===== config.mk =====
export PLATFORM = sky130hd
export DESIGN_NAME = tsc_config_regs
export DESIGN_NICKNAME = d
export VERILOG_FILES = /design/src/verilog/tsc_pkg.sv /design/src/verilog/tsc_config_regs.sv /design/src/verilog/tsc_rate_div.sv
export SDC_FILE = /design/constraint.sdc
export NUM_CORES = 1
export LEC_CHECK = 0
export ABC_CLOCK_PERIOD_IN_PS = 2400
export BUFFER_PORTS_ARGS = -buffer_cell sky130_fd_sc_hd__buf_4
export CAP_MARGIN = 20
export CORE_MARGIN = 2
export CORE_UTILIZATION = 35
export CTS_BUF_LIST = sky130_fd_sc_hd__clkbuf_8
export CTS_CLUSTER_SIZE = 40
export DETAILED_ROUTE_END_ITERATION = 12
export REMOVE_ABC_BUFFERS = 1
export SLEW_MARGIN = 20
export SYNTH_ARGS = -nofsm -noshare
export SYNTH_HDL_FRONTEND = slang
export SYNTH_SLANG_ARGS = --single-unit

===== constraint.sdc =====
create_clock -name mclk_i -period 2.4 [get_ports mclk_i]
set_input_delay 0.12 -clock mclk_i [delete_from_list [all_inputs] [get_ports mclk_i]]
set_output_delay 0.12 -clock mclk_i [all_outputs]
set_load 0.02 [all_outputs]

===== src/verilog/tsc_pkg.sv =====
// Purpose: shared constants and carrier types of the touch sensor configuration bank
// Assumes: 125 MHz device clock, byte-wide register access with address and offset
// Notes:   every address, field position, reset value and cycle count lives here
`default_nettype none
package tsc_pkg;

    // register addresses, two bytes per control address chosen by the offset bit, one low byte at the mask address
    localparam logic [7:0] ADDR_CTRL_AB   = 8'h80;
    localparam logic [7:0] ADDR_CTRL_CD   = 8'h81;
    localparam logic [7:0] ADDR_MASK      = 8'h82;
    localparam logic       OFFS_LO        = 1'b0;
    localparam logic       OFFS_HI        = 1'b1;

    // reset values
    localparam logic [7:0] RST_CTRL_A     = 8'h00;
    localparam logic [7:0] RST_CTRL_B     = 8'h11;
    localparam logic [7:0] RST_CTRL_C     = 8'h03;
    localparam logic [7:0] RST_CTRL_D     = 8'h00;
    localparam logic [7:0] RST_EVENT_MASK = 8'hff;

    // writable bits of each control byte, the rest read as zero except the retune and reseed bits of byte a
    localparam logic [7:0] WMASK_CTRL_A   = 8'he7;
    localparam logic [7:0] WMASK_CTRL_B   = 8'hf3;
    localparam logic [7:0] WMASK_CTRL_C   = 8'h37;
    localparam logic [7:0] WMASK_CTRL_D   = 8'h7f;
    localparam logic [7:0] RMASK_EVENT    = 8'hbf;

    // control byte a fields
    localparam int A_TUNE_OFF   = 7;
    localparam int A_PARTIAL    = 6;
    localparam int A_BAND       = 5;
    localparam int A_RETUNE     = 4;
    localparam int A_RESEED     = 3;
    localparam int A_COMMS_TUNE = 2;
    localparam int A_SETTLE     = 1;
    localparam int A_HALT       = 0;
    // control byte b fields
    localparam int B_WDT_OFF    = 7;
    localparam int B_EVENT_MODE = 6;
    localparam int B_LTA_MSB    = 5;
    localparam int B_LTA_LSB    = 4;
    localparam int B_ACF_MSB    = 1;
    localparam int B_ACF_LSB    = 0;
    // control byte c fields
    localparam int C_WAKE_BOTH  = 5;
    localparam int C_AUTO_CLEAR = 4;
    localparam int C_RATE_MSB   = 2;
    localparam int C_RATE_LSB   = 0;
    // control byte d fields
    localparam int D_ACK_RESET  = 7;
    localparam int D_OFF_MODE   = 6;
    localparam int D_BIAS       = 5;
    localparam int D_FLOAT      = 4;
    localparam int D_HALT_CHG   = 3;
    localparam int D_DIST       = 2;
    localparam int D_SLOW_PAD   = 1;
    localparam int D_SLOW_PROX  = 0;

    // long-term average coefficient 1/512 is a shift of nine
    localparam logic [3:0] LTA_SHIFT_BASE = 4'h9;

    // clock and charge rates
    localparam longint CLK_HZ       = 125_000_000;
    localparam longint PAD_FAST_HZ  = 2_000_000;
    localparam longint PAD_SLOW_HZ  = 1_000_000;
    localparam longint PROX_FAST_HZ = 1_000_000;
    localparam longint PROX_SLOW_HZ = 500_000;
    // a frequency is a longest period, so the divider rounds down
    localparam logic [7:0] DIV_PAD_FAST  = 8'(CLK_HZ / PAD_FAST_HZ);
    localparam logic [7:0] DIV_PAD_SLOW  = 8'(CLK_HZ / PAD_SLOW_HZ);
    localparam logic [7:0] DIV_PROX_FAST = 8'(CLK_HZ / PROX_FAST_HZ);
    localparam logic [7:0] DIV_PROX_SLOW = 8'(CLK_HZ / PROX_SLOW_HZ);

    // communication watchdog window
    localparam longint WDT_TIME_MS  = 10;
    localparam longint WDT_CYCLES   = CLK_HZ / 1000 * WDT_TIME_MS;

    // one register access as handed over by the serial port logic
    typedef struct packed {
        logic [7:0] addr;
        logic       offs;
        logic       wr;
        logic       rd;
        logic [7:0] wdata;
    } tsc_req_t;

    // decoded configuration driven to the sensing core
    typedef struct packed {
        logic       auto_tuning_disable;
        logic       partial_tuning;
        logic       tuning_band_wide;
        logic       long_settling;
        logic       force_halt;
        logic       event_mode;
        logic [3:0] lta_shift;
        logic       ac_filter_en;
        logic [1:0] ac_filter_coef;
        logic       wake_both_dir;
        logic [7:0] segment_rate;
        logic       off_mode;
        logic       halt_charge;
        logic       float_sense_pins;
        logic       distributed_proximity;
        logic       projected_bias_boost;
    } tsc_cfg_t;

endpackage : tsc_pkg
`default_nettype wire


===== src/verilog/tsc_config_regs.sv =====
// Purpose: configuration and event-mask register bank of the trackpad sensing controller
// Assumes: requests come decoded from the serial port logic on the same clock
// Notes:   one request per cycle at most; answers follow one cycle later
`timescale 1ns/1ps
`default_nettype none
module tsc_config_regs #(
    parameter longint WDT_CYCLES = tsc_pkg::WDT_CYCLES
) (
    input  wire logic              mclk_i,
    input  wire logic              resetn_i,
    input  wire tsc_pkg::tsc_req_t req_i,
    output logic [7:0]             rdata_o,
    output logic                   ack_o,
    output logic                   refused_o,
    input  wire logic              tuning_active_i,
    input  wire logic              retune_accept_i,
    input  wire logic              reseed_accept_i,
    output logic                   retune_cmd_o,
    output logic                   reseed_cmd_o,
    output logic                   show_reset_o,
    output logic                   wdt_reset_o,
    input  wire logic              pad_event_i,
    input  wire logic [7:0]        pad_flags_in_i,
    input  wire logic              comm_window_end_i,
    output logic [7:0]             pad_flags_o,
    input  wire logic [7:0]        events_i,
    output logic [7:0]             events_o,
    output tsc_pkg::tsc_cfg_t      cfg_o,
    output logic                   pad_charge_tick_o,
    output logic                   prox_charge_tick_o
);
    logic [7:0]  ctrl_a_q;
    logic [7:0]  ctrl_b_q;
    logic [7:0]  ctrl_c_q;
    logic [7:0]  ctrl_d_q;
    logic        retune_q;
    logic        reseed_q;
    logic        show_reset_q;
    logic [31:0] wdt_cnt_q;
    logic        wdt_fire;
    logic        access;
    logic        take;
    logic        wr_a;
    logic        wr_b;
    logic        wr_c;
    logic        wr_d;
    logic [7:0]  rd_d;
    logic        charge_en;
    logic [7:0]  pad_div;
    logic [7:0]  prox_div;

    // refuse everything while tuning runs unless the host asked to talk through it
    assign access = req_i.wr || req_i.rd;
    assign take   = access
                    && !(tuning_active_i && !ctrl_a_q[tsc_pkg::A_COMMS_TUNE]);
    assign wr_a   = take && req_i.wr && req_i.addr == tsc_pkg::ADDR_CTRL_AB
                    && req_i.offs == tsc_pkg::OFFS_LO;
    assign wr_b   = take && req_i.wr && req_i.addr == tsc_pkg::ADDR_CTRL_AB
                    && req_i.offs == tsc_pkg::OFFS_HI;
    assign wr_c   = take && req_i.wr && req_i.addr == tsc_pkg::ADDR_CTRL_CD
                    && req_i.offs == tsc_pkg::OFFS_LO;
    assign wr_d   = take && req_i.wr && req_i.addr == tsc_pkg::ADDR_CTRL_CD
                    && req_i.offs == tsc_pkg::OFFS_HI;

    // plain control bytes; command bits are kept apart below
    always_ff @(posedge mclk_i) begin
        if (!resetn_i) begin
            ctrl_a_q <= tsc_pkg::RST_CTRL_A;
            ctrl_b_q <= tsc_pkg::RST_CTRL_B;
            ctrl_c_q <= tsc_pkg::RST_CTRL_C;
            ctrl_d_q <= tsc_pkg::RST_CTRL_D;
        end else begin
            if (wr_a) ctrl_a_q <= req_i.wdata & tsc_pkg::WMASK_CTRL_A;
            if (wr_b) ctrl_b_q <= req_i.wdata & tsc_pkg::WMASK_CTRL_B;
            if (wr_c) ctrl_c_q <= req_i.wdata & tsc_pkg::WMASK_CTRL_C;
            if (wr_d) ctrl_d_q <= req_i.wdata & tsc_pkg::WMASK_CTRL_D;
        end
    end

    // command bits: a write of one wins over the core's accept in the same cycle
    always_ff @(posedge mclk_i) begin
        if (!resetn_i) begin
            retune_q <= 1'b0;
            reseed_q <= 1'b0;
        end else begin
            if (wr_a && req_i.wdata[tsc_pkg::A_RETUNE]) begin
                retune_q <= 1'b1;
            end else if (retune_accept_i) begin
                retune_q <= 1'b0;
            end
            if (wr_a && req_i.wdata[tsc_pkg::A_RESEED]) begin
                reseed_q <= 1'b1;
            end else if (reseed_accept_i) begin
                reseed_q <= 1'b0;
            end
        end
    end

    // reset indication: set by every reset and by a watchdog reset, set wins
    always_ff @(posedge mclk_i) begin
        if (!resetn_i) begin
            show_reset_q <= 1'b1;
        end else if (wdt_fire) begin
            show_reset_q <= 1'b1;
        end else if (wr_d && req_i.wdata[tsc_pkg::D_ACK_RESET]) begin
            show_reset_q <= 1'b0;
        end
    end

    // watchdog restarts on every accepted access; counts even when disabled
    always_ff @(posedge mclk_i) begin
        if (!resetn_i || take || wdt_cnt_q >= 32'(WDT_CYCLES - 1)) begin
            wdt_cnt_q <= 32'h0000_0000;
        end else begin
            wdt_cnt_q <= wdt_cnt_q + 32'h0000_0001;
        end
    end
    assign wdt_fire    = !take && wdt_cnt_q >= 32'(WDT_CYCLES - 1)
                         && !ctrl_b_q[tsc_pkg::B_WDT_OFF];
    assign wdt_reset_o = wdt_fire;

    // read mux; acknowledge bit always reads zero since it acts at once
    always_comb begin
        rd_d = 8'h00;
        if (req_i.addr == tsc_pkg::ADDR_CTRL_AB && req_i.offs == tsc_pkg::OFFS_LO) begin
            rd_d = ctrl_a_q;
            rd_d[tsc_pkg::A_RETUNE] = retune_q;
            rd_d[tsc_pkg::A_RESEED] = reseed_q;
        end else if (req_i.addr == tsc_pkg::ADDR_CTRL_AB) begin
            rd_d = ctrl_b_q;
        end else if (req_i.addr == tsc_pkg::ADDR_CTRL_CD
                     && req_i.offs == tsc_pkg::OFFS_LO) begin
            rd_d = ctrl_c_q;
        end else if (req_i.addr == tsc_pkg::ADDR_CTRL_CD) begin
            rd_d = ctrl_d_q;
        end else if (req_i.addr == tsc_pkg::ADDR_MASK && req_i.offs == tsc_pkg::OFFS_LO) begin
            rd_d = tsc_pkg::RST_EVENT_MASK & tsc_pkg::RMASK_EVENT;
        end
    end

    // answer one cycle after the request; unmapped reads return zero
    always_ff @(posedge mclk_i) begin
        if (!resetn_i) begin
            rdata_o   <= 8'h00;
            ack_o     <= 1'b0;
            refused_o <= 1'b0;
        end else begin
            ack_o     <= take;
            refused_o <= access && !take;
            if (take && req_i.rd) rdata_o <= rd_d;
        end
    end

    // trackpad flags: latest event, optionally wiped when the window closes
    always_ff @(posedge mclk_i) begin
        if (!resetn_i) begin
            pad_flags_o <= 8'h00;
        end else if (pad_event_i) begin
            pad_flags_o <= pad_flags_in_i;
        end else if (comm_window_end_i && ctrl_c_q[tsc_pkg::C_AUTO_CLEAR]) begin
            pad_flags_o <= 8'h00;
        end
    end

    // the mask is fixed to all-enabled except bit 6, which RMASK_EVENT blocks, so it costs no storage
    always_ff @(posedge mclk_i) begin
        if (!resetn_i) begin
            events_o <= 8'h00;
        end else begin
            events_o <= events_i & tsc_pkg::RST_EVENT_MASK & tsc_pkg::RMASK_EVENT;
        end
    end

    // decoded configuration, straight from the flops
    always_comb begin
        cfg_o.auto_tuning_disable   = ctrl_a_q[tsc_pkg::A_TUNE_OFF];
        cfg_o.partial_tuning        = ctrl_a_q[tsc_pkg::A_PARTIAL];
        cfg_o.tuning_band_wide      = ctrl_a_q[tsc_pkg::A_BAND];
        cfg_o.long_settling         = ctrl_a_q[tsc_pkg::A_SETTLE];
        cfg_o.force_halt            = ctrl_a_q[tsc_pkg::A_HALT];
        cfg_o.event_mode            = ctrl_b_q[tsc_pkg::B_EVENT_MODE];
        cfg_o.lta_shift             = tsc_pkg::LTA_SHIFT_BASE
                                      - {2'b00, ctrl_b_q[tsc_pkg::B_LTA_MSB:tsc_pkg::B_LTA_LSB]};
        cfg_o.ac_filter_en          = |ctrl_b_q[tsc_pkg::B_ACF_MSB:tsc_pkg::B_ACF_LSB];
        cfg_o.ac_filter_coef        = ctrl_b_q[tsc_pkg::B_ACF_MSB:tsc_pkg::B_ACF_LSB];
        cfg_o.wake_both_dir         = ctrl_c_q[tsc_pkg::C_WAKE_BOTH];
        cfg_o.segment_rate          = 8'h01 << ctrl_c_q[tsc_pkg::C_RATE_MSB:tsc_pkg::C_RATE_LSB];
        cfg_o.off_mode              = ctrl_d_q[tsc_pkg::D_OFF_MODE];
        cfg_o.halt_charge           = ctrl_d_q[tsc_pkg::D_HALT_CHG];
        cfg_o.float_sense_pins      = ctrl_d_q[tsc_pkg::D_FLOAT];
        cfg_o.distributed_proximity = ctrl_d_q[tsc_pkg::D_DIST];
        cfg_o.projected_bias_boost  = ctrl_d_q[tsc_pkg::D_BIAS];
    end

    assign retune_cmd_o = retune_q;
    assign reseed_cmd_o = reseed_q;
    assign show_reset_o = show_reset_q;

    // charge rate enables; halted or off means no charge pulses at all
    assign charge_en = !ctrl_d_q[tsc_pkg::D_HALT_CHG] && !ctrl_d_q[tsc_pkg::D_OFF_MODE];
    assign pad_div   = ctrl_d_q[tsc_pkg::D_SLOW_PAD] ? tsc_pkg::DIV_PAD_SLOW
                                                     : tsc_pkg::DIV_PAD_FAST;
    assign prox_div  = ctrl_d_q[tsc_pkg::D_SLOW_PROX] ? tsc_pkg::DIV_PROX_SLOW
                                                      : tsc_pkg::DIV_PROX_FAST;

    tsc_rate_div u_pad_div (
        .mclk_i   (mclk_i),
        .resetn_i (resetn_i),
        .en_i     (charge_en),
        .div_i    (pad_div),
        .tick_o   (pad_charge_tick_o)
    );

    tsc_rate_div u_prox_div (
        .mclk_i   (mclk_i),
        .resetn_i (resetn_i),
        .en_i     (charge_en),
        .div_i    (prox_div),
        .tick_o   (prox_charge_tick_o)
    );
endmodule : tsc_config_regs
`default_nettype wire


===== src/verilog/tsc_rate_div.sv =====
// Purpose: one-cycle enable pulse every div_i clock cycles
// Assumes: div_i of two or more; a change takes effect at once on the running count
// Notes:   held at zero while disabled so each restart begins a full period
`timescale 1ns/1ps
`default_nettype none
module tsc_rate_div (
    input  wire logic       mclk_i,
    input  wire logic       resetn_i,
    input  wire logic       en_i,
    input  wire logic [7:0] div_i,
    output logic            tick_o
);
    logic [7:0] cnt_q;

    // count up to div_i minus one, then wrap
    always_ff @(posedge mclk_i) begin
        if (!resetn_i || !en_i) begin
            cnt_q <= 8'h00;
        end else if (cnt_q >= div_i - 8'h01) begin
            cnt_q <= 8'h00;
        end else begin
            cnt_q <= cnt_q + 8'h01;
        end
    end

    assign tick_o = en_i && (cnt_q >= div_i - 8'h01);
endmodule : tsc_rate_div
`default_nettype wire

==> results.md <==
- DR iter-0 viols: 166
- P&R area growth vs syn: 27.5%
- Largest area contributor in the netlist: dfxtp_1
- Num Clock Sinks: 100
- FFs w/ async S/R, synth: 0%
- Crit path largest cell delay: 460 ps
- Layout cell share with drive strength beyond 1: between 20% and 30%
- DRC: 0
- Syn Inst Count: ~500
- Clk slew on worst S/H paths: roughly 100 ps
- Total gr overflow: 0
- # H-tree levels: 3
- Synthesized area: roughly 4500 um^2
- Max Clock Skew: roughly 7.9 ps
- Crit path cell chain: inv_1 -> ha_1 -> or3b_2 -> a21o_1 -> a21oi_1 -> nor3_1 -> buf_4
- Worst Hold Class: in2reg
- Drt via density: roughly 4.9
- EDFF count, synth: 0
- Routed via count: a little under 4000
- Tot GR Track Use: 16.3%
- Setup TNS: 0 ps
- Synth unique cells: 52
- First-pass GRT wire length: about 18000 um
- Largest net degree at the start of global routing: 38
- Post-layout minimum cycle time: ~2300 ps
- Design Power: between 3 and 4 mW
- Initial antenna violation count: 0
- YS warnings: 0
- # diodes: 0
- PD cells: 555 nW/um^2
- Die X: approximately 120 um
- CP max stage cell: or3b_2
- Final Max Slew Viols: 0
- Vias in the first global route: roughly 3900
- FF+latch count, synth: 100
- CP bufs+invs: 2
- Fmax: ~440 MHz
- DP HPWL: approximately 7900 um
- CTS tree: done
- Worst-path maximum fanout: 4
- Initial core utilization: 35.7%
- Critical Path Start Type: register
- Clock Latency Late Sink: about 370 ps
- Placed Area: between 5000 and 6000 um^2
- Number of core rows: approximately 40
- Die area: approximately 14000 um^2
- Post-synth top flop: dfxtp_1
- Crit Path Class: reg2out
- Setup Viol. Count Final: 0
- Crit path max-delay family: simple AND/OR/NAND/NOR gates
- Root Driver: clkbuf_8
- Worst Setup End Kind: primary output
- Boundary Pins: between 100 and 150
- Area contributors post-synth: dfxtp_1 (44%), mux2i_1 (6.7%), nand2_1 (5.4%)
- Yosys top cell area share: between 40% and 50%
- Register area share after synthesis: 44.4%
- Avg Inst Size Synth: 9.03 um^2
- Routed len/inst: 14.4 um
- DRT Wirelength: around 11000 um
- WHS: 17.8 ps
- Final period util: between 90 and 100%
- Dpl ws: 222 ps
- P_leak: around 2.3 nW
- Run status: complete, no violations
- Slew HR: 51.5%
- Critical path required time: roughly 2300 ps
- Top-count cell post-synth: dfxtp_1
- Peak supply drop: between 0.0003 and 0.0004 V
- PortBufs: a little under 100
- PnR worst setup slack: 106 ps
- Die height: between 100 and 150 um
- Fin. Hold Viols: 0
- Fin nets: 652
- CP Data Arrival Time: between 2000 and 2500 ps
- GP Congestion: 0.757
- Commonest cells post-synth: dfxtp_1 (100), nand2_1 (65), nor2_1 (37)
- Total CTS buffers: 9
- Antenna-violating nets left: 0
- DRT Pass-1 Iters: 4
- Core area: roughly 13000 um^2
- Max-Cap Viols: 0
- Clock buffer depth: 2
- Worst Max-Slew Pin Slew: ~730 ps
- RSZ-0062 raised after global routing: false
- Final instance area: approximately 5700 um^2
## cell type report
class | instances | area, um^2
fill | 1238 | 6870
inverter | 15 | 56.3
clock inverter | 7 | 104
sequential | 100 | 2000
timing repair buffer | 127 | 998
clock buffer | 9 | 124
tap | 172 | 215
multi-input combinational | 349 | 2250
## per-layer routing
layer	vias up	wire length, um	global-route usage (%)
li1	1930	-	-
met1	1830	5140	19.9
met2	78	5510	28.7
met3	15	381	3.63
met4	0	148	4.97
met5	-	0	0
## sequential cells by signal, indices dropped and copies added, names as in the netlist, 6 cells and up
register and flops:
ctrl_a_q 6, ctrl_b_q 6, ctrl_d_q 7, events_o 7, pad_flags_o 8, rdata_o 8
u_pad_div.cnt_q 8, u_prox_div.cnt_q 8, wdt_cnt_q 32
## final timing paths
path / from / end / slack [ps] / cells past startpoint
setup / recovery: u_prox_div.cnt_q[0] / prox_charge_tick_o / 110 / 7
setup reg to reg: wdt_cnt_q[8] / wdt_cnt_q[9] / 340 / 5
hold / removal: req_i[1] / ctrl_c_q[1] / 20 / 3
hold reg to reg: rdata_o[1] / rdata_o[1] / 460 / 2
## timing repair
item / 4_1_cts / 5_1_grt
resized for setup: 0 / 2
endpoints found under the setup margin: 0 / 1
hold buffers: 18 / 0
buffers inserted: 0 / 0
hold endpoints to repair: 18 / 0
## layout by cell type (no fill, tap or decap), types with 3 or more instances in the layout
cell type	instances
a211o_1	3
a211oi_1	16
a21oi_1	22
a221oi_1	5
a22oi_1	3
and2_1	10
and3_1	6
and4_1	4
buf_4	109
clkbuf_8	9
conb_1	12
dfxtp_1	99
dlygate4sd3_1	18
ha_1	8
inv_1	15
mux2i_1	30
nand2_1	65
nand2b_1	6
nand3_1	20
nand3b_1	10
nand4_1	8
nor2_1	37
nor3_1	5
nor3b_1	3
nor4_1	4
o21ai_0	5
o31ai_1	6
or3_1	3
or3b_2	3
or4_1	7
xnor2_1	10
xor2_1	13
## where the power goes
part | leakage, nW | switching [mW] | internal (mW)
Combinational | 1.38 | 0.132 | 0.123
Clock | 0.108 | 0.623 | 0.601
Sequential | 0.815 | 0.0185 | 1.69
Total | 2.30 | 0.773 | 2.42
## cells by family (layout without fill, tap and decap cells)
group,Yosys count,in the layout,share of synthesized area [%]
AO/OA/AOI/OAI,74,74,11.4
XOR/XNOR,23,23,4.47
adder cells (fa/ha/maj),8,8,2.22
buffers and inverters,61,158,6.83
flip-flops,100,100,44.4
multiplexers,30,30,6.66
other,1,12,0.0832
AND/OR/NAND/NOR,202,202,24.0
## stage by stage
step,utilization [%],instances
after floorplan,-,464
after global placement,42.2,745
after detailed placement,42.2,745
after CTS,45.5,779
after global routing,45.5,779
final,45.5,779
## worst register-to-register path: stages, from the launching register on
cell and delay (ps):
dfxtp_1 380, a211o_1 320, a2111o_1 470, a21o_1 320, buf_4 230, a211oi_1 250
(Power assumes the default switching activity.)
